<file path="src/dtc_defs.vh">
// constants for the termination timing control block
`ifndef DTC_DEFS_VH
`define DTC_DEFS_VH

// ----------------------------------------------------------------------------
// register offsets
// ----------------------------------------------------------------------------
`define DTC_OFS_LAT       8'h00
`define DTC_OFS_MODE      8'h04
`define DTC_OFS_MR1       8'h08
`define DTC_OFS_MR2       8'h0c
`define DTC_OFS_MR5       8'h10
`define DTC_OFS_STAT      8'h14

// ----------------------------------------------------------------------------
// latency register fields, six bits each
// ----------------------------------------------------------------------------
`define DTC_LAT_CL        5:0
`define DTC_LAT_CWL       13:8
`define DTC_LAT_AL        21:16
`define DTC_LAT_PL        29:24
`define DTC_LAT_RST       32'h0000090b

// ----------------------------------------------------------------------------
// mode register bits
// ----------------------------------------------------------------------------
`define DTC_MODE_PRE2     0
`define DTC_MODE_CRC      1
`define DTC_MODE_CHOP     2
`define DTC_MODE_OTF      3
`define DTC_MODE_RST      4'h0

// ----------------------------------------------------------------------------
// mode register images
// ----------------------------------------------------------------------------
`define DTC_MR1_NOM       10:8
`define DTC_MR2_WR        11:9
`define DTC_MR2_DYN       10:9
`define DTC_MR5_PARK      8:6
`define DTC_MR_RST        18'h00000

// ----------------------------------------------------------------------------
// termination select codes
// ----------------------------------------------------------------------------
`define DTC_SEL_OFF       2'h0
`define DTC_SEL_PARK      2'h1
`define DTC_SEL_NOM       2'h2
`define DTC_SEL_WR        2'h3

// ----------------------------------------------------------------------------
// latency offsets in command clock cycles
// ----------------------------------------------------------------------------
`define DTC_PRE1_SUB      8'h02
`define DTC_PRE2_SUB      8'h03
`define DTC_RET_CHOP      8'h04
`define DTC_RET_FULL      8'h06
`define DTC_CWN4_P1       8'h04
`define DTC_CWN4_P1C      8'h07
`define DTC_CWN4_P2       8'h05
`define DTC_CWN4_P2C      8'h08
`define DTC_CWN8_P1       8'h06
`define DTC_CWN8_P1C      8'h07
`define DTC_CWN8_P2       8'h07
`define DTC_CWN8_P2C      8'h08

`endif

</file>
<file path="src/dtc_term_ctrl.v">
// termination timing control: read disable, nominal, parked and write termination
// ----------------------------------------------------------------------------
// Summary of operation
// - read turns termination off at RL-2 or RL-3
// - off window lasts BL/2+2/3, plus CRC cycle
// - synchronous timing whenever DLL locked
// - nominal follows pin after direct latencies
// - direct latency is CAS_WRITE_LATENCY+AL+PL minus 2/3
// - read turn-off latency is CL+AL+PL minus 2/3
// - parked returns turn-off latency plus 4/6 (5/7)
// - never terminate while driving read data
// - dynamic mode when MR2 A9 or A10 set
// - values from MR1, MR2 and MR5 fields
// - idle: nominal by pin, parked when low
// - write selects write termination for window
// - change-to-write latency is WL-2 or WL-3
// - write-to-normal adds 4/7/5/8 or 6/7/7/8
// - no dynamic switching with DLL off
// - priority: disable, write, nominal, parked
// - read window is high impedance regardless
// ----------------------------------------------------------------------------
//
// The strobed register port and the register addresses were chosen for this implementation.
`timescale 1ns/1ps
`include "dtc_defs.vh"

module dtc_term_ctrl
#(
   parameter HIST_DEPTH = 64,
   parameter ADDR_W     = 8
)
(
   // clock and reset
   input  wire              clk_in,
   input  wire              rst_in,
   // register port
   input  wire [ADDR_W-1:0] addr_in,
   input  wire [31:0]       wdata_in,
   input  wire              wr_in,
   input  wire              rd_in,
   output reg  [31:0]       rdata_out,
   // memory link, sampled from the command clock domain
   input  wire              link_clk_in,
   input  wire              term_pin_in,
   input  wire              cmd_read_in,
   input  wire              cmd_write_in,
   input  wire              cmd_chop_in,
   // core status
   input  wire              dll_locked_in,
   // termination control
   output reg  [1:0]        term_sel_out,
   output reg  [2:0]        term_value_out,
   output reg               term_on_out
);

   // ----------------------------------------------------------------------------
   // helpers
   // ----------------------------------------------------------------------------
   function [7:0] sub_clamp;
      input [7:0] a;
      input [7:0] b;
      begin
         sub_clamp = (a > b) ? (a - b) : 8'h00;
      end
   endfunction

   // true if any command sits between lo (incl.) and hi (excl.) edges back
   function in_window;
      input [HIST_DEPTH-1:0] h;
      input [7:0]            lo;
      input [7:0]            hi;
      integer                i;
      begin
         in_window = 1'b0;
         for (i = 0; i < HIST_DEPTH; i = i + 1)
         begin
            if ((i >= lo) && (i < hi) && h[i])
            begin
               in_window = 1'b1;
            end
         end
      end
   endfunction

   function bit_at;
      input [HIST_DEPTH-1:0] h;
      input [7:0]            idx;
      integer                i;
      begin
         bit_at = 1'b0;
         for (i = 0; i < HIST_DEPTH; i = i + 1)
         begin
            if (i == idx)
            begin
               bit_at = h[i];
            end
         end
      end
   endfunction

   // ----------------------------------------------------------------------------
   // registers
   // ----------------------------------------------------------------------------
   reg  [31:0]           lat_q;
   reg  [3:0]            mode_q;
   reg  [17:0]           mr1_q;
   reg  [17:0]           mr2_q;
   reg  [17:0]           mr5_q;
   wire [31:0]           stat_w;
   reg  [31:0]           rdata_d;

   always @(posedge clk_in or posedge rst_in)
   begin
      if (rst_in)
      begin
         lat_q  <= `DTC_LAT_RST;
         mode_q <= `DTC_MODE_RST;
         mr1_q  <= `DTC_MR_RST;
         mr2_q  <= `DTC_MR_RST;
         mr5_q  <= `DTC_MR_RST;
      end
      else if (wr_in)
      begin
         case (addr_in)
            `DTC_OFS_LAT:  lat_q  <= wdata_in;
            `DTC_OFS_MODE: mode_q <= wdata_in[3:0];
            `DTC_OFS_MR1:  mr1_q  <= wdata_in[17:0];
            `DTC_OFS_MR2:  mr2_q  <= wdata_in[17:0];
            `DTC_OFS_MR5:  mr5_q  <= wdata_in[17:0];
            default:       lat_q  <= lat_q;
         endcase
      end
   end

   always @*
   begin
      case (addr_in)
         `DTC_OFS_LAT:  rdata_d = lat_q;
         `DTC_OFS_MODE: rdata_d = {28'h0000000, mode_q};
         `DTC_OFS_MR1:  rdata_d = {14'h0000, mr1_q};
         `DTC_OFS_MR2:  rdata_d = {14'h0000, mr2_q};
         `DTC_OFS_MR5:  rdata_d = {14'h0000, mr5_q};
         `DTC_OFS_STAT: rdata_d = stat_w;
         default:       rdata_d = 32'h00000000;
      endcase
   end

   // read data stand only in the cycle after the strobe
   always @(posedge clk_in or posedge rst_in)
   begin
      if (rst_in)
      begin
         rdata_out <= 32'h00000000;
      end
      else if (rd_in)
      begin
         rdata_out <= rdata_d;
      end
      else
      begin
         rdata_out <= 32'h00000000;
      end
   end

   // ----------------------------------------------------------------------------
   // link sampling
   // ----------------------------------------------------------------------------
   // all five link lines share one synchroniser so their skew stays equal
   reg  [4:0]            sync1_q;
   reg  [4:0]            sync2_q;
   reg                   ck_prev_q;
   wire                  ck_rise;
   wire                  s_pin;
   wire                  s_read;
   wire                  s_write;
   wire                  s_chop;

   always @(posedge clk_in or posedge rst_in)
   begin
      if (rst_in)
      begin
         sync1_q   <= 5'h00;
         sync2_q   <= 5'h00;
         ck_prev_q <= 1'b0;
      end
      else
      begin
         sync1_q   <= {cmd_chop_in, cmd_write_in, cmd_read_in, term_pin_in, link_clk_in};
         sync2_q   <= sync1_q;
         ck_prev_q <= sync2_q[0];
      end
   end

   assign ck_rise = sync2_q[0] & ~ck_prev_q;
   assign s_pin   = sync2_q[1];
   assign s_read  = sync2_q[2];
   assign s_write = sync2_q[3];
   assign s_chop  = sync2_q[4];

   // ----------------------------------------------------------------------------
   // latency arithmetic
   // ----------------------------------------------------------------------------
   wire                  pre2     = mode_q[`DTC_MODE_PRE2];
   wire                  crc      = mode_q[`DTC_MODE_CRC];
   wire [7:0]            cl       = {2'h0, lat_q[`DTC_LAT_CL]};
   wire [7:0]            cas_write_latency      = {2'h0, lat_q[`DTC_LAT_CWL]};
   wire [7:0]            al       = {2'h0, lat_q[`DTC_LAT_AL]};
   wire [7:0]            pl       = {2'h0, lat_q[`DTC_LAT_PL]};
   wire [7:0]            pre_sub  = pre2 ? `DTC_PRE2_SUB : `DTC_PRE1_SUB;
   wire [7:0]            read_lat = cl + al + pl;
   wire [7:0]            write_latency = cas_write_latency + al + pl;
   wire [7:0]            crc_add  = {7'h00, crc};
   wire [7:0]            pre_add  = {7'h00, pre2};
   wire [7:0]            read_term_off_latency = sub_clamp(read_lat, pre_sub);
   wire [7:0]            direct_term_latency = sub_clamp(write_latency, pre_sub);
   wire [7:0]            change_to_write_term_latency = sub_clamp(write_latency, pre_sub);
   wire [7:0]            read_park_return_latency_chop =
                            read_term_off_latency + `DTC_RET_CHOP + pre_add + crc_add;
   wire [7:0]            read_park_return_latency_full =
                            read_term_off_latency + `DTC_RET_FULL + pre_add + crc_add;
   reg  [7:0]            cwn4_add;
   reg  [7:0]            cwn8_add;

   always @*
   begin
      case ({pre2, crc})
         2'h0:
         begin
            cwn4_add = `DTC_CWN4_P1;
            cwn8_add = `DTC_CWN8_P1;
         end
         2'h1:
         begin
            cwn4_add = `DTC_CWN4_P1C;
            cwn8_add = `DTC_CWN8_P1C;
         end
         2'h2:
         begin
            cwn4_add = `DTC_CWN4_P2;
            cwn8_add = `DTC_CWN8_P2;
         end
         default:
         begin
            cwn4_add = `DTC_CWN4_P2C;
            cwn8_add = `DTC_CWN8_P2C;
         end
      endcase
   end

   wire [7:0]            write_to_normal_latency_chop = change_to_write_term_latency + cwn4_add;
   wire [7:0]            write_to_normal_latency_full = change_to_write_term_latency + cwn8_add;

   // ----------------------------------------------------------------------------
   // command histories, one shift per rising command clock edge
   // ----------------------------------------------------------------------------
   reg  [HIST_DEPTH-1:0] pin_hist_q;
   reg  [HIST_DEPTH-1:0] rdf_hist_q;
   reg  [HIST_DEPTH-1:0] rdc_hist_q;
   reg  [HIST_DEPTH-1:0] wrf_hist_q;
   reg  [HIST_DEPTH-1:0] wrc_hist_q;
   // chop is fixed by mode, or taken per command when on-the-fly is set
   wire                  is_chop = mode_q[`DTC_MODE_CHOP] | (mode_q[`DTC_MODE_OTF] & s_chop);

   always @(posedge clk_in or posedge rst_in)
   begin
      if (rst_in)
      begin
         pin_hist_q <= {HIST_DEPTH{1'b0}};
         rdf_hist_q <= {HIST_DEPTH{1'b0}};
         rdc_hist_q <= {HIST_DEPTH{1'b0}};
         wrf_hist_q <= {HIST_DEPTH{1'b0}};
         wrc_hist_q <= {HIST_DEPTH{1'b0}};
      end
      else if (ck_rise)
      begin
         pin_hist_q <= {pin_hist_q[HIST_DEPTH-2:0], s_pin};
         rdf_hist_q <= {rdf_hist_q[HIST_DEPTH-2:0], s_read & ~is_chop};
         rdc_hist_q <= {rdc_hist_q[HIST_DEPTH-2:0], s_read & is_chop};
         wrf_hist_q <= {wrf_hist_q[HIST_DEPTH-2:0], s_write & ~is_chop};
         wrc_hist_q <= {wrc_hist_q[HIST_DEPTH-2:0], s_write & is_chop};
      end
   end

   // ----------------------------------------------------------------------------
   // termination decision
   // ----------------------------------------------------------------------------
   // value fields
   wire [2:0]            nominal_termination = mr1_q[`DTC_MR1_NOM];
   wire [2:0]            write_termination   = mr2_q[`DTC_MR2_WR];
   wire [2:0]            parked_termination  = mr5_q[`DTC_MR5_PARK];
   wire                  dyn_en = |mr2_q[`DTC_MR2_DYN];
   wire                  read_win =
      in_window(rdf_hist_q, read_term_off_latency, read_park_return_latency_full) |
      in_window(rdc_hist_q, read_term_off_latency, read_park_return_latency_chop);
   wire                  write_win = dyn_en & dll_locked_in & (
      in_window(wrf_hist_q, change_to_write_term_latency, write_to_normal_latency_full) |
      in_window(wrc_hist_q, change_to_write_term_latency, write_to_normal_latency_chop));
   // pin delayed by direct latency
   // without a locked dll the pin acts at once; analog timing lies elsewhere
   wire                  pin_del = dll_locked_in ? bit_at(pin_hist_q, direct_term_latency)
                                                 : pin_hist_q[0];
   reg  [1:0]            sel_d;
   reg  [2:0]            val_d;

   always @*
   begin
      if (read_win)
      begin
         sel_d = `DTC_SEL_OFF;
         val_d = 3'h0;
      end
      else if (write_win)
      begin
         sel_d = `DTC_SEL_WR;
         val_d = write_termination;
      end
      else if (pin_del && (nominal_termination != 3'h0))
      begin
         sel_d = `DTC_SEL_NOM;
         val_d = nominal_termination;
      end
      else if (parked_termination != 3'h0)
      begin
         sel_d = `DTC_SEL_PARK;
         val_d = parked_termination;
      end
      else
      begin
         sel_d = `DTC_SEL_OFF;
         val_d = 3'h0;
      end
   end

   always @(posedge clk_in or posedge rst_in)
   begin
      if (rst_in)
      begin
         term_sel_out   <= `DTC_SEL_OFF;
         term_value_out <= 3'h0;
         term_on_out    <= 1'b0;
      end
      else
      begin
         term_sel_out   <= sel_d;
         term_value_out <= val_d;
         term_on_out    <= (sel_d != `DTC_SEL_OFF);
      end
   end

   assign stat_w = {22'h000000, dll_locked_in, dyn_en, write_win, read_win,
                    term_on_out, term_value_out, term_sel_out};

endmodule // dtc_term_ctrl

</file>
<file path="config.mk">
export PLATFORM = sky130hd
export DESIGN_NAME = dtc_term_ctrl
export DESIGN_NICKNAME = d
export VERILOG_FILES = /design/src/dtc_term_ctrl.v
export VERILOG_INCLUDE_DIRS = /design/src
export SDC_FILE = /design/constraint.sdc
export NUM_CORES = 2
export LEC_CHECK = 0
export ABC_AREA = 0
export BUFFER_PORTS_ARGS = -buffer_cell sky130_fd_sc_hd__buf_2
export CAP_MARGIN = 20
export CELL_PAD_IN_SITES_DETAIL_PLACEMENT = 1
export CELL_PAD_IN_SITES_GLOBAL_PLACEMENT = 1
export CORE_MARGIN = 1
export CORE_UTILIZATION = 43
export DETAILED_ROUTE_END_ITERATION = 12
export PLACE_DENSITY_LB_ADDON = 0.15
export SETUP_SLACK_MARGIN = 0.2
export SYNTH_ARGS = -nofsm -noshare
export SYNTH_HDL_FRONTEND = slang
export SYNTH_SLANG_ARGS = --single-unit
</file>
<file path="constraint.sdc">
create_clock -name clk_in -period 13.7 [get_ports clk_in]
set_input_delay 1.37 -clock clk_in [delete_from_list [all_inputs] [get_ports clk_in]]
set_output_delay 1.37 -clock clk_in [all_outputs]
set_load 0.01 [all_outputs]
</file>
-- After elaboration in Yosys (flattened, before gate mapping)
Index checks and enable logic that the tools add are counted.
- $lt $le $gt $ge: 386
- $add $sub $neg: 14
- reduce and logical (&&, ||, !) cells: 526
- eq/ne operators: 70
- bitwise operators: 13
- multiplexer cells: 336
- operators by type and width (operator ; number):
    6-bit by 8-bit less-than comparator with 1-bit output (first input constant) ; 128
    1-bit logical AND ; 513
    6-bit by 8-bit greater-or-equal comparator with 1-bit output (first input constant) ; 64
    5-bit by 8-bit less-than comparator with 1-bit output (first input constant) ; 64
    1-bit 2-to-1 mux ; 323
    6-bit by 8-bit equality test with 1-bit output (first input constant) ; 32
    5-bit by 8-bit greater-or-equal comparator with 1-bit output (first input constant) ; 32
    4-bit by 8-bit less-than comparator with 1-bit output (first input constant) ; 32
    32-bit one-hot mux with 6 select lines ; 1
    5-bit by 8-bit equality test with 1-bit output (first input constant) ; 16
    4-bit by 8-bit greater-or-equal comparator with 1-bit output (first input constant) ; 16
    3-bit by 8-bit less-than comparator with 1-bit output (first input constant) ; 16
    4-bit by 8-bit equality test with 1-bit output (first input constant) ; 8
    3-bit by 8-bit greater-or-equal comparator with 1-bit output (first input constant) ; 8
    1-bit by 8-bit less-than comparator with 1-bit output (first input constant) ; 8
    2-bit by 8-bit less-than comparator with 1-bit output (first input constant) ; 8
    8-bit by 1-bit adder with 8-bit output ; 4
    3-bit by 8-bit equality test with 1-bit output (first input constant) ; 4
    1-bit by 8-bit greater-or-equal comparator with 1-bit output (first input constant) ; 4
    2-bit by 8-bit greater-or-equal comparator with 1-bit output (first input constant) ; 4
    32-bit 2-to-1 mux ; 1
    7-bit by 6-bit adder with 8-bit output ; 2
    8-bit by 3-bit adder with 8-bit output (second input constant) ; 2
    8-bit adder ; 2
    24 further kinds ; 53
- logic and storage cells: 1362
- bits of input ports: 50
- output and inout bits: 38
- flip-flop bits (word level): 459

-- Longest topological paths before layout
- word-level depth: 77
- mapped depth: 32
- mapped depth without buffers: 29

-- Worst setup path after synthesis
No wires, ideal clock.
- kind: register to register
- start point: reg lat_q[17]
- end point: reg term_value_out[2]
- data required time: 13.575 ns
- arrival time: 7.106 ns
- clock period less this slack: 7.230 ns
- setup slack: 6.470 ns
- path buffers: 2
- setup time: 0.125 ns
- cell stages (with the launch flop): 30
- cell sequence: dfrtp_1 -> inv_1 -> fa_1 -> inv_1 -> ha_1 -> inv_1 -> fa_1 -> nand2b_1 -> a21oi_2 -> xor2_2 -> buf_2 -> nor4_1 -> clkbuf_1 -> nor2_1 -> ha_1 -> fa_1 -> a21o_1 -> a21o_1 -> nor2_1 -> o211ai_1 -> a211oi_2 -> nand2_1 -> o211ai_1 -> nand4_1 -> o41a_1 -> a2111o_1 -> o31a_1 -> o21a_1 -> a221oi_2 -> nor3_2
- word-level cells in the longest chain between the ends: 76
- elaborated cells on any way between the ends: 1306
- classes of those cells: 14 x add/sub; 386 x order compare; 63 x eq/ne; 326 x mux; 3 x bitwise; 514 x reduce/logical
- ends and longest elaborated chain (element ; RTL line ; source):
    start: declaration ; dtc_term_ctrl.v:104 ; reg [31:0] lat_q;
    start signal: assignment ; dtc_term_ctrl.v:116 ; lat_q <= `DTC_LAT_RST;
    start signal: assignment ; dtc_term_ctrl.v:125 ; `DTC_OFS_LAT: lat_q <= wdata_in;
    start signal: assignment ; dtc_term_ctrl.v:130 ; default: lat_q <= lat_q;
    6-bit by 6-bit adder with 7-bit output, on equally long branches ; dtc_term_ctrl.v:210, dtc_term_ctrl.v:211 ;
    7-bit by 6-bit adder with 8-bit output, on equally long branches ; dtc_term_ctrl.v:210, dtc_term_ctrl.v:211 ;
    8-bit by 2-bit subtractor with 8-bit output / 8-bit by 2-bit > comparator with 1-bit output (equally long branches) ; dtc_term_ctrl.v:63 ; sub_clamp = (a > b) ? (a - b) : 8'h00;
    8-bit 2-to-1 mux ; dtc_term_ctrl.v:63 ;
    8-bit by 3-bit adder with 8-bit output (no source line), or another cell as far along ; n/a ;
    8-bit by 1-bit adder with 8-bit output, or another cell as far along (2 in series) ; dtc_term_ctrl.v:220 ; read_term_off_latency + `DTC_RET_FULL + pre_add + crc_add;
    1-bit by 8-bit less-than comparator with 1-bit output / 1-bit logical AND (equally long branches) ; dtc_term_ctrl.v:77 ; if ((i >= lo) && (i < hi) && h[i])
    1-bit logical AND / 1-bit 2-to-1 mux (equally long branches) (2 in series) ; dtc_term_ctrl.v:77 ;
    1-bit 2-to-1 mux (62 in series) ; dtc_term_ctrl.v:77 ;
    1-bit 2-to-1 mux / 1-bit OR (equally long branches) ; dtc_term_ctrl.v:77, dtc_term_ctrl.v:296 ;
    1-bit 2-to-1 mux / 1-bit AND (equally long branches) ; dtc_term_ctrl.v:77, dtc_term_ctrl.v:295 ;
    1-bit OR / 3-bit 2-to-1 mux (equally long branches) ; dtc_term_ctrl.v:293, dtc_term_ctrl.v:312 ;
    3-bit 2-to-1 mux (*) ; dtc_term_ctrl.v:307 ; if (read_win)
    via val_d[2] ; dtc_term_ctrl.v:303 ; reg [2:0] val_d;
    end signal: assignment ; dtc_term_ctrl.v:345 ; term_value_out <= val_d;
    end: declaration ; dtc_term_ctrl.v:52 ; output reg [2:0] term_value_out,
The timed path passes the listed nets; every way through them passes the cells marked *.
A chain may end at the register's enable or synchronous reset.

-- Worst setup path after layout
- start point: reg lat_q[17]
- end point: reg rdata_out[7]
- word-level cells in the longest chain between the ends: 76
- elaborated cells on any way between the ends: 587
- classes of those cells: 5 x add/sub; 193 x order compare; 131 x mux; 2 x bitwise; 256 x reduce/logical
- ends and longest elaborated chain (element ; RTL line ; source):
    6-bit by 6-bit adder with 7-bit output (*) ; dtc_term_ctrl.v:211 ; wire [7:0] write_latency = cas_write_latency + al + pl;
    7-bit by 6-bit adder with 8-bit output (*) ; dtc_term_ctrl.v:211 ;
    8-bit by 2-bit subtractor with 8-bit output / 8-bit by 2-bit > comparator with 1-bit output (equally long branches) ; dtc_term_ctrl.v:63 ;
    8-bit 2-to-1 mux (*) ; dtc_term_ctrl.v:63 ;
    8-bit adder, on equally long branches ; dtc_term_ctrl.v:251, dtc_term_ctrl.v:250 ;
    1-bit by 8-bit less-than comparator with 1-bit output ; dtc_term_ctrl.v:77 ;
    1-bit logical AND (2 in series) ; dtc_term_ctrl.v:77 ;
    1-bit 2-to-1 mux (64 in series) ; dtc_term_ctrl.v:77 ;
    1-bit OR (*) ; dtc_term_ctrl.v:296 ; in_window(wrf_hist_q, change_to_write_term_latency, write_to_normal_latency_full) |
    1-bit AND (*) ; dtc_term_ctrl.v:295 ; wire write_win = dyn_en & dll_locked_in & (
    32-bit one-hot mux with 6 select lines (*) ; dtc_term_ctrl.v:137 ; case (addr_in)
    32-bit 2-to-1 mux (*) ; dtc_term_ctrl.v:155 ; else if (rd_in)
    end signal: assignment ; dtc_term_ctrl.v:157 ; rdata_out <= rdata_d;
    end: declaration ; dtc_term_ctrl.v:41 ; output reg [31:0] rdata_out,
Mark *: on every way between the ends. The rest lies on a longest branch, timed or not.

==> metrics.sh <==
GRT_SETUP_UNREPAIRED='false'
RUN_STATUS='completed'
TOTALWIRELENGTH_MM=124
SLEW-LIMIT-HEADROOM=0.223
PIN_COUNT=88
FIRST_GLOBAL_VIAS=28193
POSTCTSRESIZEDCELLS=0
IO_BUFFER_COUNT=87
INITIAL_UTILIZATION=0.436
GP_ROUTABILITY_CONGESTION=1.09
LAYOUT_COMMON_CELLS='sky130_fd_sc_hd__nand2_1 (1109), sky130_fd_sc_hd__dfrtp_1 (454), sky130_fd_sc_hd__o21ai_0 (171)'
SWITCHING_SHARE=0.481
SYN-CELL-AREA_UM2=26900
CTS.PATH.MAX_BUFFERS=3
FP.COREAREA_UM2=61800
ANT_NETS=0
GR-USAGE-ALL-LAYERS=0.388
PEAK_FREQ_MHz=114
DRIVE_ABOVE_1_SHARE=0.123
RATIO_OF_TOTAL_POWER_TO_CELL_AREA_nW_PER_UM2=185
SYN_AREA_PER_CELL_UM2=8.20
P_INT_uW=2910
DIE_AREA_UM2=63700
WIRE_PER_INST_UM=29.6
POWER.LEAKAGE_uW=0.0145
FINAL_MAX_SLEW_VIOL_COUNT=0
PLACEMENT_ROWS=91
GRT_START_MAX_NET_PINS=165
YOSYS_WARNINGS=0
COMBINATIONAL_FAMILY_WITH_THE_MOST_AREA_AFTER_SYNTHESIS='simple AND/OR/NAND/NOR gates'
FLIP_FLOP_AND_LATCH_COUNT_AFTER_SYNTHESIS=459
CAP_VIOLATIONS=0
SYNTH.LIB_CELLS_USED.DISTINCT=106
CRITICAL_PATH.MAX_FANOUT=22
PWR-SHARE-CLK=0.277
TOTAL_NUMBER_OF_VIAS=27293
POST-CTS-SETUP-BUFFERS=0
MOST_FREQUENT_STANDARD_CELL_IN_THE_LAYOUT_EXCLUDING_FILL_AND_TAP_CELLS='sky130_fd_sc_hd__nand2_1'
PWR-SHARE-SEQ=0.262
SETUP-VIOLATIONS-FINAL=0
FIN_WORST_SKEW_NS=0.0298
WORST_SETUP_PATH_END_KIND='flop'
WORST_PATH_MAX_DELAY_CELL='sky130_fd_sc_hd__a211oi_2'
NETSWITCHINGPOWER_uW=2690
VDD_DROP_MAX_mV=0.118
COMMONEST_REGISTER_CELL_AFTER_SYNTHESIS='sky130_fd_sc_hd__dfrtp_1'
HOLD_PATH.CLASS='reg2reg'
GLOBAL_ROUTE_WIRE_LENGTH_BEFORE_REPAIR_MM=185
NUMCTSBUFFERS=51
AREA_FRACTION_IN_COMPOUND_GATES_AFTER_SYNTHESIS=0.189
GRT_ANTENNA_BEFORE_REPAIR=1
YOSYS.AREA_SHARE.XOR_XNOR=0.0118
CRITICAL_PATH.STARTPOINT_TYPE='flop'
SYNTH-EDFF-COUNT=0
SYNTH_SIMPLE_GATE_AREA_SHARE=0.263
CP.REQUIRED_NS=14.18
ANTENNA_CELLS_INSERTED=0
CLKSINKCOUNT=459
CLK-INSERTION-DELAY-LATE_NS=0.63
TIMING.SETUP.TNS_NS=0
FRACTION_OF_THE_MAPPED_NETLIST_AREA_IN_ADDER_CELLS=0.0233
NUMBER_OF_HOLD_REPAIR_BUFFERS_ADDED_AT_THE_CTS_STAGE=0
SYNTH_NETS=3376
NETS=3412
FLOORPLAN.DIE.HEIGHT_UM=252
CTS-ROOT-BUF='sky130_fd_sc_hd__clkbuf_16'
TIMING_HOLD_VIOLATIONS_FINAL=0
WORST-ENDPOINT-ARRIVAL_NS=9.22
TRITONCTS_CLOCK_TREE='yes'
MAX_STAGE_DELAY_ON_CRIT_PATH_NS=0.63
FINAL.HOLD.WORST_SLACK_NS=0.342
SHARE_OF_SYNTHESIZED_AREA_OCCUPIED_BY_FLIP_FLOPS_AND_LATCHES=0.426
SHARE_COMB_OF_TOTAL_POWER=0.461
AREA_DELTA_SYNTH_FINAL_PCT=12.3
ASYNCSETRESETFLOPFRACSYNTH=1.00
FINALCRITPERIODSHARE=0.638
CTSHTREEMAXLEVEL=2
FIRSTDRTPASSITERS=8
DETAIL_ROUTE.DRC_VIOLATIONS=0
NUM-FILL-CELLS=7404
WORSTMARGINPINSLEW_NS=1.16
VIAS_PER_CELL=6.50
HPWL_MM=92.4
TIMING.CRITICAL_PATH.MODE_CELL='sky130_fd_sc_hd__inv_1'
DIE_W_UM=252
MUXSHAREOFSYNTHAREA=0.0507
CLOCK_TRANSITION_AT_THE_REGISTER_CLOCK_PINS_ON_THE_WORST_SETUP_AND_HOLD_PATHS_AFTER_CTS_NS=0.07
SYN_INST_COUNT=3286
LAYOUT_MIN_CYCLE_TIME_NS=8.74
GLOBAL_ROUTE.OVERFLOW_TOTAL=0
CRITICALPATHCATEGORY='reg2reg'
DETAIL_ROUTE.ITER0.VIOLATIONS=2768
-- cell families (layout without fill, tap and decap cells) --
logic type / count (synthesis) / count (layout)
fa+ha+maj: 40 / 40
mux: 124 / 124
compound gates: 736 / 736
xor+xnor: 32 / 32
simple gates: 1656 / 1656
buf+inv: 239 / 318
flops: 459 / 459
-- synth_stat cells (35+ instances only) --
cell,instances,area (µm²)
sky130_fd_sc_hd__clkbuf_1,154,578
sky130_fd_sc_hd__a31oi_1,35,219
sky130_fd_sc_hd__mux2_2,95,1070
sky130_fd_sc_hd__and3_1,43,269
sky130_fd_sc_hd__nand4_1,52,325
sky130_fd_sc_hd__nor2_1,167,627
sky130_fd_sc_hd__inv_1,55,206
sky130_fd_sc_hd__dfrtp_1,454,11400
sky130_fd_sc_hd__o211ai_1,47,353
sky130_fd_sc_hd__nand3_1,100,500
sky130_fd_sc_hd__a21oi_1,120,601
sky130_fd_sc_hd__nor3_1,47,235
sky130_fd_sc_hd__nand2_1,1109,4160
sky130_fd_sc_hd__o21ai_0,172,861
-- power groups by stage --
| stage | clock (µW) | combinational (µW) | sequential, µW |
|---|---|---|---|
| 4_1_cts | 1570 | 2460 | 1470 |
| 6_report | 1550 | 2580 | 1470 |
| 2_1_floorplan | 0 | 1360 | 1460 |
| 3_5_place_dp | 0 | 2440 | 1490 |
| 5_1_grt | 1620 | 2630 | 1470 |
| 3_3_place_gp | 0 | 2450 | 1490 |
-- stage by stage --
step	setup slack [ns]	util	instance area, µm²	cells	total power (µW)
after detailed placement	5.24	0.459	28400	4105	3930
after global placement	5.45	0.459	28400	4104	3940
after CTS	5.20	0.489	30300	4201	5500
after floorplan	6.12	-	27000	3286	2830
after global routing	4.50	0.490	30300	4202	5710
final	4.96	0.490	30300	4202	5600
-- path summary, 6_finish.rpt --
kind	startpoint	endpoint	slack (ns)	cells after the start
max in group asynchronous	rst_in	mode_q[0]	10.80	4
worst min register to register	sync1_q[1]	sync2_q[1]	0.34	0
worst min-delay path	sync1_q[1]	sync2_q[1]	0.34	0
worst max register to register	lat_q[17]	rdata_out[7]	4.96	29
worst max-delay path	lat_q[17]	rdata_out[7]	4.96	29
min in group asynchronous	rst_in	wrc_hist_q[26]	0.87	2
-- area by class of cell --
| class | instances | area (µm²) | share of cell area |
|---|---|---|---|
| repair buffers | 166 | 1050 | 0.0347 |
| well taps | 837 | 1050 | 0.0346 |
| multi-input cells | 2588 | 14600 | 0.481 |
| clock buffers | 68 | 1440 | 0.0476 |
| inverters | 56 | 214 | 0.00707 |
| clock inverters | 28 | 449 | 0.0148 |
| flip-flops and latches | 459 | 11500 | 0.380 |
-- worst max-delay path: cells and delay by family (launching register included) --
kind | cells | cell delay [ns]
compound gates | 12 | 4.16
xor+xnor | 1 | 0.38
fa+ha+maj | 4 | 1.62
buf+inv | 5 | 0.72
flops | 1 | 0.42
simple gates | 7 | 1.24
-- flip-flops by register name, indices dropped and copies added, names as in the netlist, 3 cells and up --
name and flops:
mr5_q 18, rdata_out 32, sync1_q 5, term_value_out 3, mode_q 4, rdc_hist_q 64
lat_q 32, wrc_hist_q 64, wrf_hist_q 64, mr1_q 18, pin_hist_q 64, rdf_hist_q 64
mr2_q 18, sync2_q 5
-- routing by layer --
metal  routed length [µm]  vias up  global-route usage  part of all wire
met5                   12        -                   0          0.000097
met4                 7030        2               0.202             0.057
met3                 8200      392              0.0562             0.066
met2                59800     1225               0.652              0.48
met1                49300    13961               0.484              0.40
li1                     -    11713                   -                 -
Note: power is estimated with default switching activity, not from simulation.
